[src/verilog/sbc_pkg.sv]
// Package of constants and types for the serial bus condition control block
package sbc_pkg;
   // Register byte offsets
   localparam logic [11:0] SBC_CTRL_OFS = 12'h000;
   localparam logic [11:0] SBC_STAT_OFS = 12'h004;
   localparam logic [11:0] SBC_IST_OFS = 12'h008;
   localparam logic [11:0] SBC_IMSK_OFS = 12'h00c;
   // Control register fields
   localparam int SBC_CTRL_ACK_TRIGGER_BIT_BIT = 0;
   localparam int SBC_CTRL_AUTO_ACK_ENABLE_BIT = 1;
   localparam int SBC_CTRL_AUTO_BUSY_ENABLE_BIT = 2;
   localparam int SBC_CTRL_RDY_BIT = 3;
   // Status register fields
   localparam int SBC_STAT_REL_BIT = 0;
   localparam int SBC_STAT_CMD_BIT = 1;
   localparam int SBC_STAT_ACK_DETECTED_FLAG_BIT = 2;
   localparam int SBC_STAT_BUSY_BIT = 3;
   localparam int SBC_STAT_ACKO_BIT = 4;
   localparam int SBC_STAT_CNT_LSB = 8;
   // Interrupt events
   localparam int SBC_EV_NUM = 4;
   localparam int SBC_EV_REL = 0;
   localparam int SBC_EV_CMD = 1;
   localparam int SBC_EV_ACK_DETECTED_FLAG = 2;
   localparam int SBC_EV_BYTE = 3;
   // Serial framing: eight data clocks, ninth clock is acknowledge
   localparam logic [3:0] SBC_CNT_IDLE = 4'h0;
   localparam logic [3:0] SBC_CNT_FIRST = 4'h1;
   localparam logic [3:0] SBC_CNT_LAST_DATA = 4'h8;
   localparam logic [3:0] SBC_CNT_ACK = 4'h9;
   localparam logic [31:0] SBC_ZERO32 = 32'h0000_0000;
   localparam logic [3:0] SBC_ZERO_EV = 4'h0;

   // Software written control bits
   typedef struct packed {
      logic auto_busy_enable;
      logic auto_ack_enable;
   } sbc_ctrl_s;

   // Bus condition events of one clock
   typedef struct packed {
      logic byte_done;
      logic ack_seen;
      logic command_seen;
      logic release_seen;
   } sbc_evt_s;
endpackage

[src/verilog/sbc_top.sv]
// Serial bus condition detector and acknowledge/busy driver with APB registers
//
// The APB register port and the address map were chosen for this implementation.
`timescale 1ns/1ps
// Operation
// - Release flag sets when data rises with clock high; reads zero otherwise.
// - Command flag sets when data falls with clock high; reads zero otherwise.
// - Writing one to the trigger bit drives acknowledge; zero does nothing.
// - Auto acknowledge enable set: acknowledge driven after each received byte.
// - Acknowledge flag reads one once an acknowledge from the bus is seen.
// - Busy enable bit; when zero no automatic busy is driven.
// - Release and command conditions have separate status flags.
module sbc_top
   import sbc_pkg::*;
(
   input wire logic MCLK,
   input wire logic SRST,
   input wire logic PSEL,
   input wire logic PENABLE,
   input wire logic PWRITE,
   input wire logic [11:0] PADDR,
   input wire logic [31:0] PWDATA,
   output logic [31:0] PRDATA,
   output logic PREADY,
   output logic PSLVERR,
   input wire logic SCK,
   input wire logic SB_I,
   output logic SB_O,
   output logic SB_OE,
   output logic IRQ
);
   logic [1:0] pin_sync;
   logic sck_s;
   logic sb_s;
   logic sck_d_r;
   logic sb_d_r;
   logic sck_rise;
   logic sck_fall;
   logic sb_rise;
   logic sb_fall;
   sbc_evt_s evt;
   sbc_ctrl_s ctrl_r;
   logic release_detected_flag_r;
   logic command_detected_flag_r;
   logic ack_detected_flag_r;
   logic active_r;
   logic [3:0] bit_cnt_r;
   logic [3:0] bit_cnt_nxt;
   logic ack_auto_r;
   logic ack_trig_r;
   logic busy_r;
   logic [SBC_EV_NUM-1:0] ev_mask_r;
   logic [SBC_EV_NUM-1:0] ev_stat_r;
   logic [SBC_EV_NUM-1:0] ev_clr_r;
   logic [SBC_EV_NUM-1:0] ev_clr;
   logic setup;
   logic access;
   logic wr_en;
   logic rd_ist;
   logic addr_ok;
   logic ack_trigger_bit;
   logic ready_bit;
   logic sync_restart;
   logic byte_end_fall;

   // Both pins pass two flops before any detector reads them
   sbc_sync #(
      .W(2)
   ) u_sync (
      .clk(MCLK),
      .srst(SRST),
      .async_in({SCK, SB_I}),
      .sync_out(pin_sync)
   );

   assign sck_s = pin_sync[1];
   assign sb_s = pin_sync[0];

   // Delayed copies for edge finding
   always_ff @(posedge MCLK)
   begin
      if (SRST)
      begin
         sck_d_r <= 1'b1;
         sb_d_r <= 1'b1;
      end
      else
      begin
         sck_d_r <= sck_s;
         sb_d_r <= sb_s;
      end
   end

   assign sck_rise = sck_s & ~sck_d_r;
   assign sck_fall = ~sck_s & sck_d_r;
   assign sb_rise = sb_s & ~sb_d_r;
   assign sb_fall = ~sb_s & sb_d_r;

   // Conditions need clock high before and after the data edge, so a
   // data change racing a clock edge is not taken for a condition
   always_comb
   begin
      evt.release_seen = sb_rise & sck_s & sck_d_r;
      evt.command_seen = sb_fall & sck_s & sck_d_r;
      // Acknowledge is the data level seen at the ninth clock rise
      evt.ack_seen = active_r & sck_rise & (bit_cnt_nxt == SBC_CNT_ACK)
                     & ~sb_s;
      evt.byte_done = active_r & sck_rise & (bit_cnt_nxt == SBC_CNT_ACK);
   end
   assign sync_restart = evt.release_seen | evt.command_seen;
   assign byte_end_fall = active_r & sck_fall & (bit_cnt_r == SBC_CNT_ACK);

   // Clock count within a frame: one to eight data, nine acknowledge
   always_comb
   begin
      if (bit_cnt_r == SBC_CNT_ACK)
         bit_cnt_nxt = SBC_CNT_FIRST;
      else
         bit_cnt_nxt = bit_cnt_r + SBC_CNT_FIRST;
   end

   always_ff @(posedge MCLK)
   begin
      if (SRST)
      begin
         active_r <= 1'b0;
         bit_cnt_r <= SBC_CNT_IDLE;
      end
      else if (evt.command_seen)
      begin
         active_r <= 1'b1;
         bit_cnt_r <= SBC_CNT_IDLE;
      end
      else if (evt.release_seen)
      begin
         active_r <= 1'b0;
         bit_cnt_r <= SBC_CNT_IDLE;
      end
      else if (active_r && sck_rise)
         bit_cnt_r <= bit_cnt_nxt;
   end

   // Each condition flag is cleared by the other condition, keeping the
   // two distinguishable; the newer condition is the one that reads one
   always_ff @(posedge MCLK)
   begin
      if (SRST)
      begin
         release_detected_flag_r <= 1'b0;
         command_detected_flag_r <= 1'b0;
      end
      else if (evt.release_seen)
      begin
         release_detected_flag_r <= 1'b1;
         command_detected_flag_r <= 1'b0;
      end
      else if (evt.command_seen)
      begin
         command_detected_flag_r <= 1'b1;
         release_detected_flag_r <= 1'b0;
      end
   end

   // Acknowledge flag lives until a command or release condition is seen or the next byte begins
   always_ff @(posedge MCLK)
   begin
      if (SRST)
         ack_detected_flag_r <= 1'b0;
      else if (evt.ack_seen)
         ack_detected_flag_r <= 1'b1;
      else if (sync_restart || (active_r && sck_rise))
         ack_detected_flag_r <= 1'b0;
   end

   // Automatic acknowledge from the fall after clock eight to the fall
   // after clock nine, so the pin is stable through the ninth high phase
   always_ff @(posedge MCLK)
   begin
      if (SRST)
         ack_auto_r <= 1'b0;
      else if (sync_restart || byte_end_fall)
         ack_auto_r <= 1'b0;
      else if (active_r && sck_fall && bit_cnt_r == SBC_CNT_LAST_DATA
               && ctrl_r.auto_ack_enable)
         ack_auto_r <= 1'b1;
   end

   // Software acknowledge held until the acknowledge clock has passed
   always_ff @(posedge MCLK)
   begin
      if (SRST)
         ack_trig_r <= 1'b0;
      else if (wr_en && PADDR == SBC_CTRL_OFS && ack_trigger_bit)
         ack_trig_r <= 1'b1;
      else if (sync_restart || byte_end_fall)
         ack_trig_r <= 1'b0;
   end

   // Busy pulls data low after the acknowledge until software is ready
   always_ff @(posedge MCLK)
   begin
      if (SRST)
         busy_r <= 1'b0;
      else if (byte_end_fall && ctrl_r.auto_busy_enable)
         busy_r <= 1'b1;
      else if (sync_restart || !ctrl_r.auto_busy_enable
               || (wr_en && PADDR == SBC_CTRL_OFS && ready_bit))
         busy_r <= 1'b0;
   end

   // Open drain: only ever pulls low
   assign SB_O = 1'b0;
   assign SB_OE = ack_auto_r | ack_trig_r | busy_r;

   // APB decode; no wait states
   assign setup = PSEL & ~PENABLE;
   assign access = PSEL & PENABLE;
   assign addr_ok = (PADDR == SBC_CTRL_OFS) || (PADDR == SBC_STAT_OFS)
                    || (PADDR == SBC_IST_OFS) || (PADDR == SBC_IMSK_OFS);
   assign wr_en = access & PWRITE & addr_ok;
   assign rd_ist = access & ~PWRITE & (PADDR == SBC_IST_OFS);
   assign PREADY = 1'b1;
   assign PSLVERR = access & ~addr_ok;
   assign ack_trigger_bit = PWDATA[SBC_CTRL_ACK_TRIGGER_BIT_BIT];
   assign ready_bit = PWDATA[SBC_CTRL_RDY_BIT];

   // Control and mask registers
   always_ff @(posedge MCLK)
   begin
      if (SRST)
      begin
         ctrl_r <= '0;
         ev_mask_r <= SBC_ZERO_EV;
      end
      else if (wr_en)
      begin
         if (PADDR == SBC_CTRL_OFS)
         begin
            ctrl_r.auto_ack_enable <= PWDATA[SBC_CTRL_AUTO_ACK_ENABLE_BIT];
            ctrl_r.auto_busy_enable <= PWDATA[SBC_CTRL_AUTO_BUSY_ENABLE_BIT];
         end
         if (PADDR == SBC_IMSK_OFS)
            ev_mask_r <= PWDATA[SBC_EV_NUM-1:0];
      end
   end

   // Read data captured in setup so the access phase sees stable bits
   always_ff @(posedge MCLK)
   begin
      if (SRST)
      begin
         PRDATA <= SBC_ZERO32;
         ev_clr_r <= SBC_ZERO_EV;
      end
      else if (setup)
      begin
         PRDATA <= SBC_ZERO32;
         ev_clr_r <= SBC_ZERO_EV;
         if (!PWRITE)
         begin
            case (PADDR)
               SBC_CTRL_OFS:
               begin
                  PRDATA[SBC_CTRL_AUTO_ACK_ENABLE_BIT] <= ctrl_r.auto_ack_enable;
                  PRDATA[SBC_CTRL_AUTO_BUSY_ENABLE_BIT] <= ctrl_r.auto_busy_enable;
               end
               SBC_STAT_OFS:
               begin
                  PRDATA[SBC_STAT_REL_BIT] <= release_detected_flag_r;
                  PRDATA[SBC_STAT_CMD_BIT] <= command_detected_flag_r;
                  PRDATA[SBC_STAT_ACK_DETECTED_FLAG_BIT] <= ack_detected_flag_r;
                  PRDATA[SBC_STAT_BUSY_BIT] <= busy_r;
                  PRDATA[SBC_STAT_ACKO_BIT] <= ack_auto_r | ack_trig_r;
                  PRDATA[SBC_STAT_CNT_LSB +: 4] <= bit_cnt_r;
               end
               SBC_IST_OFS:
               begin
                  PRDATA[SBC_EV_NUM-1:0] <= ev_stat_r;
                  ev_clr_r <= ev_stat_r;
               end
               SBC_IMSK_OFS:
                  PRDATA[SBC_EV_NUM-1:0] <= ev_mask_r;
               default:
                  PRDATA <= SBC_ZERO32;
            endcase
         end
      end
   end

   // Only bits that software actually saw are cleared by the read
   assign ev_clr = rd_ist ? ev_clr_r : SBC_ZERO_EV;

   sbc_irq #(
      .N(SBC_EV_NUM)
   ) u_irq (
      .clk(MCLK),
      .srst(SRST),
      .ev_set(evt),
      .ev_clr(ev_clr),
      .ev_mask(ev_mask_r),
      .ev_stat_r(ev_stat_r),
      .irq(IRQ)
   );
endmodule

[src/verilog/sbc_sync.sv]
// Two flip-flop synchroniser for a group of pin inputs
`timescale 1ns/1ps
module sbc_sync
   import sbc_pkg::*;
#(
   parameter int W = 2
)
(
   input wire logic clk,
   input wire logic srst,
   input wire logic [W-1:0] async_in,
   output logic [W-1:0] sync_out
);
   logic [W-1:0] meta_r;

   initial
   begin
      if (W < 1)
         $error("sbc_sync: width must be at least one");
   end

   // First stage feeds only the second stage
   always_ff @(posedge clk)
   begin
      if (srst)
      begin
         meta_r <= '1;
         sync_out <= '1;
      end
      else
      begin
         meta_r <= async_in;
         sync_out <= meta_r;
      end
   end
endmodule

[src/verilog/sbc_irq.sv]
// Sticky interrupt status with read-clear and mask gating
`timescale 1ns/1ps
module sbc_irq
   import sbc_pkg::*;
#(
   parameter int N = SBC_EV_NUM
)
(
   input wire logic clk,
   input wire logic srst,
   input wire logic [N-1:0] ev_set,
   input wire logic [N-1:0] ev_clr,
   input wire logic [N-1:0] ev_mask,
   output logic [N-1:0] ev_stat_r,
   output logic irq
);
   initial
   begin
      if (N < 1)
         $error("sbc_irq: need at least one event");
   end

   // Set beats clear so an event in the clearing cycle survives
   always_ff @(posedge clk)
   begin
      if (srst)
         ev_stat_r <= '0;
      else
         ev_stat_r <= (ev_stat_r & ~ev_clr) | ev_set;
   end

   // Level output while any unmasked bit stands
   assign irq = |(ev_stat_r & ev_mask);
endmodule

[config.mk]
export PLATFORM = sky130hd
export DESIGN_NAME = sbc_top
export DESIGN_NICKNAME = d
export VERILOG_FILES = /design/src/verilog/sbc_pkg.sv /design/src/verilog/sbc_top.sv /design/src/verilog/sbc_sync.sv /design/src/verilog/sbc_irq.sv
export SDC_FILE = /design/constraint.sdc
export NUM_CORES = 1
export LEC_CHECK = 0
export BUFFER_PORTS_ARGS = -buffer_cell sky130_fd_sc_hd__buf_2
export CAP_MARGIN = 0
export CORE_ASPECT_RATIO = 1.75
export CORE_MARGIN = 1
export CORE_UTILIZATION = 43
export CTS_BUF_LIST = sky130_fd_sc_hd__clkbuf_4
export DETAILED_ROUTE_END_ITERATION = 8
export GPL_TIMING_DRIVEN = 0
export PLACE_DENSITY = 0.77
export SLEW_MARGIN = 0
export SYNTH_ARGS = -nofsm -noshare
export SYNTH_HDL_FRONTEND = slang
export SYNTH_SLANG_ARGS = --single-unit
[constraint.sdc]
create_clock -name MCLK -period 1.9 [get_ports MCLK]
set_clock_uncertainty 0.15 [all_clocks]
set_input_delay 0.095 -clock MCLK [delete_from_list [all_inputs] [get_ports MCLK]]
set_output_delay 0.095 -clock MCLK [all_outputs]
set_load 0.005 [all_outputs]
# After elaboration in Yosys (flattened, before gate mapping)
# Index checks and enable logic that the tools add are counted.
# Widths: inputs -> output; s select.
word_totals:
  ff_bits: 63
  in_bits: 51
op_classes:
  add_sub_neg: 1
  n_eq_ne: 6
  mux: 20
  bitwise: 34
  reduce_logical: 27
op_table:
  columns: ["op", "n"]
  rows:
  - ["$eq 12x4->1 const B", 2]
  - ["$and 1x1->1", 20]
  - ["$mux 4", 5]
  - ["$eq 12x3->1 const B", 1]
  - ["$eq 4x4->1 const B", 3]
  - ["$logic_not 12->1", 1]
  - ["$mux 12", 1]
  - ["$mux 1", 11]
  - ["$and 4x4->4", 2]
  - ["$logic_and 1x1->1", 8]
  - ["$pmux 2 s4", 1]
  - ["$reduce_bool 2->1", 4]
  - ["$logic_or 1x1->1", 7]
  - ["$not 1->1", 7]
  - ["$pmux 1 s3", 2]
  - ["$add 4x1->4 const B", 1]
  - ["$not 4->4", 1]
  - ["$or 4x4->4", 1]
  - ["$reduce_and 2->1", 2]
  - ["$reduce_or 2->1", 2]
  - ["$reduce_or 4->1", 1]
  - ["$or 1x1->1", 3]
  - ["$reduce_or 3->1", 1]
  - ["$logic_not 1->1", 1]

# Depth between registers and ports, before layout
depth:
  ltp_word: 10
  depth_mapped: 5
  mapped_depth_nobuf: 4

# Hierarchy
# Synthesis repeated with hierarchy kept, for this count alone.
hier_totals:
  cells_unflattened: 212
  area_unflattened_um2: 2013.2
modules_own_cells:
  columns: ["mod", "instances", "cells_per_inst", "area_per_inst_um2", "seq_area_each_um2"]
  rows:
  - ["sbc_top", 1, 185, 1749.2, 640.6]
  - ["sbc_irq", 1, 19, 158.9, 80.1]
  - ["sbc_sync", 1, 8, 105.1, 80.1]

# Least setup slack after synthesis
# OpenSTA, ideal clock, no wires.
synth_path:
  path_type: "input -> register"
  startpoint: "input PADDR[9]"
  endpoint: "register PRDATA[0]"
  setup_time_ps: 69
  t_arrival_ps: 1729
  required_time_ps: 1681
  setup_slack_ps: -48
  path_stages: 4
  path_buffers: 0
  cell_sequence: "or4_4 > or4_4 > or4b_4 > o21ai_1"
synth_between:
  elab_chain_cells: 3
synth_lines:
  columns: ["element", "line", "rtl"]
  rows:
  - ["start: declaration", "sbc_top.sv:21", "input wire logic [11:0] PADDR,"]
  - ["$eq 12x4->1 or $eq 12x3->1 (tied branches)", "sbc_top.sv:261", "case (PADDR)"]
  - ["$pmux 1 s3 *", "sbc_top.sv:261", null]
  - ["$mux 12 *", "sbc_top.sv:259", "if (!PWRITE)"]
  - ["end signal: indexed assignment", "sbc_top.sv:264", "PRDATA[SBC_CTRL_AUTO_ACK_ENABLE_BIT] <= ctrl_r.auto_ack_enable;"]
  - ["end signal: indexed assignment", "sbc_top.sv:265", "PRDATA[SBC_CTRL_AUTO_BUSY_ENABLE_BIT] <= ctrl_r.auto_busy_enable;"]
  - ["end signal: indexed assignment", "sbc_top.sv:269", "PRDATA[SBC_STAT_REL_BIT] <= release_detected_flag_r;"]
  - ["end: declaration", "sbc_top.sv:23", "output logic [31:0] PRDATA,"]
# Mark *: on every way between the ends. The rest lies on a longest branch, timed or not.
# A chain may end at the register's enable or synchronous reset.

# Worst setup path in the final report
layout_path:
  startpoint: "input PENABLE"
  endpoint: "register PRDATA[1]"
layout_between:
  elab_chain_cells: 2
layout_lines:
  columns: ["element", "line", "rtl"]
  rows:
  - ["start: declaration", "sbc_top.sv:19", "input wire logic PENABLE,"]
  - ["$not 1->1", "sbc_top.sv:216", "assign setup = PSEL & ~PENABLE;"]
  - ["$and 1x1->1", "sbc_top.sv:216", null]
# No other way between the ends.

==> impl_metrics.csv <==
group,metric,value,unit
cells_and_area,seq_area,800.8,µm²
hold_path,hold_path.class,"primary input to register",
power_and_ir_drop,ir_worst_vdd,0.8181,mV
yosys,synth_area,0.001921,mm²
global_route,track_usage,20.05,%
timing,finalSetupViolCount,0,
clock_network,cts_tree,"done",
power_and_ir_drop,power_density,646.2,mW/mm²
worst_setup_path,cp.buffers_inverters,3,
worst_setup_path,required,2030,ps
power_and_ir_drop,combPwrFrac,10.6,%
cells_and_area,nNetsFinal,337,
route,dr.pass1.iters,4,
worst_setup_path,worstPathArrival,1960,ps
timing,max_freq,545.7,MHz
power_and_ir_drop,pwr-share-clk,34.7,%
hold_path,worst_hold_path.num_cells,3,
placement,port_buffers,31,
clock_network,clock_sinks,40,
clock_network,cts_buffers,5,
yosys,avgSynthCellArea,8.933,µm²
route,routed_via_density,5.122,
timing,worstMarginPinSlew,526.7,ps
worst_setup_path,reg2reg_depth,5,
placement,dp_slack,-311.1,ps
timing,min_period,1832,ps
route,drtIter0Drc,50,
power_and_ir_drop,intPower,1.202,mW
global_route,grt_first_pass_wirelength,7286,µm
global_route,antenna_found_initial,0,
worst_setup_path,crit_type,"primary input to register",
cells_and_area,layout_common_cells,"dfxtp_1, buf_2, buf_4",
yosys,yosys.area.top_type,"dfxtp_1",
cells_and_area,drive_gt1_share,29.27,%
hold_path,hold_end,"ev_clr_r[1]",
clock_network,path_clk_slew,120,ps
worst_setup_path,crit_chain,"dlygate4sd3_1 -> buf_2 -> nor4b_2 -> nand4_1 -> dlygate4sd3_1 -> o21ai_0",
worst_setup_path,critPathMaxStageDelay,590,ps
floorplan,floorplan.die_area,0.004748,mm²
route,finalWirelength,4407,µm
placement,dp_hpwl,3316,µm
worst_setup_path,cp-end-kind,"register",
worst_setup_path,path_delay_family,"buffers and inverters",
cells_and_area,syn2layout_area_growth,26.45,%
yosys,yosysTopAreaCellShare,41.69,%
worst_setup_path,regToRegEndpoint,"u_irq.ev_stat_r[3]",
timing,maxSlewViolCount,0,
clock_network,clockBufferDepth,2,
floorplan,die_h,90.41,µm
global_route,grt_max_degree,13,
cells_and_area,layout_commonest_cell,"dfxtp_1",
yosys,synthCells,215,
worst_setup_path,timing.critical_path.mode_cell,"dlygate4sd3_1",
clock_network,htreeDepth,2,
cells_and_area,final_util,57.44,%
worst_setup_path,cp-start-kind,"primary input",
global_route,grt_pass1_vias,1648,
route,ant_nets,0,
power_and_ir_drop,p_total,1.569,mW
floorplan,placementRows,31,
worst_setup_path,critPathMaxFanout,5,
yosys,yosysSeqAreaShare,41.69,%
floorplan,initial_utilization,45.43,%
placement,gp_congestion,0.8038,
floorplan,core_area,0.004228,mm²
route,route.vias.total,1721,
yosys,ys_seq_elements,40,
cells_and_area,diodes,0,
clock_network,clk_latency,350,ps
timing,fin_crit_sh,96.44,%
power_and_ir_drop,power.leakage,1.021,nW
route,drc,0,
timing,whs,31.12,ps
global_route,grt_overflow,0,
timing,worst_slack,67.62,ps
power_and_ir_drop,p_sw,0.3671,mW
job,cap_violations,0,
timing,finalHoldViolations,0,
yosys,yosysWarnings,0,
power_and_ir_drop,p_sw_share,23.39,%
cells_and_area,n_fill_cell,396,
cells_and_area,multi_input_area,0.001006,mm²
hold_path,hp-start,"PSEL",
clock_network,clock_tree.root_cell,"clkbuf_4",
floorplan,dieWidth,52.52,µm
power_and_ir_drop,p_seq_share,54.6,%
yosys,synthTopCellsByArea,"dfxtp_1, buf_4, a22o_1",
worst_setup_path,r2r_slack,190,ps
route,wl_per_cell,13.12,µm
worst_setup_path,reg2reg_from,"u_sync.sync_out[1]",
floorplan,io_pins,88,
worst_setup_path,crit_slowest_cell,"dlygate4sd3_1",
outcome,status,"completed",
yosys,yosysUniqueCellTypes,41,
timing,max_slew_margin,64.60,%
## cell families (layout without fill, tap and decap cells)
| group | after synthesis | after routing | synth area share (%) |
|---|---|---|---|
| xor+xnor | 3 | 3 | 1.368 |
| buf+inv | 37 | 86 | 12.12 |
| flops | 40 | 40 | 41.69 |
| simple gates | 83 | 83 | 25.47 |
| other cells | 2 | 25 | 0.3910 |
| compound gates | 46 | 46 | 15.44 |
| mux | 4 | 4 | 3.518 |
## synth_stat cells (all sizes together)
library cell and n:
dfxtp 40, buf 26, nand2 14, o21ai 13, a21oi 12, nor2 11, nand3 10, a22o 8
nor3b 8, or2 7, clkbuf 6, inv 5, nand2b 5, nor2b 5, a22oi 4, or4 4
nand4 3, nand4b 3, nor3 3, nor4 3, xor2 3, a211oi 2, a311oi 2, a31oi 2
conb 2, mux2 2, mux4 2, a32o 1, a41oi 1, and3 1, and3b 1, nand3b 1
nor4b 1, nor4bb 1, o211ai 1, or3 1, or4b 1
## worst register-to-register path, stage by stage (launching register included)
cell and delay [ps]:
dfxtp_1 330, clkbuf_1 300, nand3b_1 210, nor3b_2 320, nor2b_1 90, a211oi_1 230
## cell type report
cell class | instances | share of cell area (%)
multi-input combinational | 161 | 41.42
inverter | 5 | 0.7728
sequential | 40 | 32.97
timing repair buffer | 41 | 10.41
buffer | 32 | 8.810
tap | 49 | 2.524
clock inverter | 3 | 1.546
clock buffer | 5 | 1.546
## registers in the layout, summed over array words and instances, names as in the netlist
| signal | cells |
|---|---|
| PRDATA | 9 |
| bit_cnt_r | 4 |
| ev_clr_r | 4 |
| ev_mask_r | 4 |
| u_irq.ev_stat_r | 4 |
| ctrl_r | 2 |
| u_sync.meta_r | 2 |
| u_sync.sync_out | 2 |
| ack_auto_r | 1 |
| ack_detected_flag_r | 1 |
| ack_trig_r | 1 |
| active_r | 1 |
| busy_r | 1 |
| command_detected_flag_r | 1 |
| release_detected_flag_r | 1 |
| sb_d_r | 1 |
| sck_d_r | 1 |
## power by group through the flow
stage	Sequential (mW)	Clock, mW	Combinational (mW)
3_3_place_gp	0.876	0	0.146
6_report	0.857	0.545	0.167
5_1_grt	0.859	0.600	0.185
4_1_cts	0.857	0.555	0.160
2_1_floorplan	0.873	0	0.107
3_5_place_dp	0.876	0	0.147
## through the flow
| step | instance area [µm²] | instances | setup TNS [ps] |
|---|---|---|---|
| CTS | 2394 | 335 | 0 |
| global placement | 2223 | 318 | -2362 |
| detailed placement | 2223 | 318 | -2707 |
| finish | 2429 | 336 | 0 |
| floorplan | 2007 | 238 | -192.3 |
| global route | 2429 | 336 | -28.66 |
## worst max-delay path by stage
stage | start | endpoint | depth (start not counted)
6_report | PENABLE | PRDATA[1] | 6
5_1_grt | PENABLE | PRDATA[1] | 6
4_1_cts | PENABLE | PRDATA[9] | 6
3_5_place_dp | PADDR[9] | u_irq.ev_stat_r[1] | 5
3_3_place_gp | PADDR[9] | u_irq.ev_stat_r[1] | 5
2_1_floorplan | PADDR[9] | PRDATA[0] | 4
## what timing repair did
| item | 4_1_cts | 5_1_grt |
|---|---|---|
| gates resized for setup | 1 | 9 |
| setup buffers | 0 | 1 |
| endpoints found under the setup margin | 1 | 13 |
| pin swaps | 0 | 1 |
| hold buffers | 9 | 0 |
| endpoints found under the hold margin | 14 | 0 |
## metal layers
metal	up-vias	track usage (%)	routed length, µm
met5	-	0	0
met4	0	8.114	108
met3	13	4.714	204
met2	54	35.97	2416
met1	787	21.14	1677
li1	867	-	-
Power figures use the tool's default switching activity.
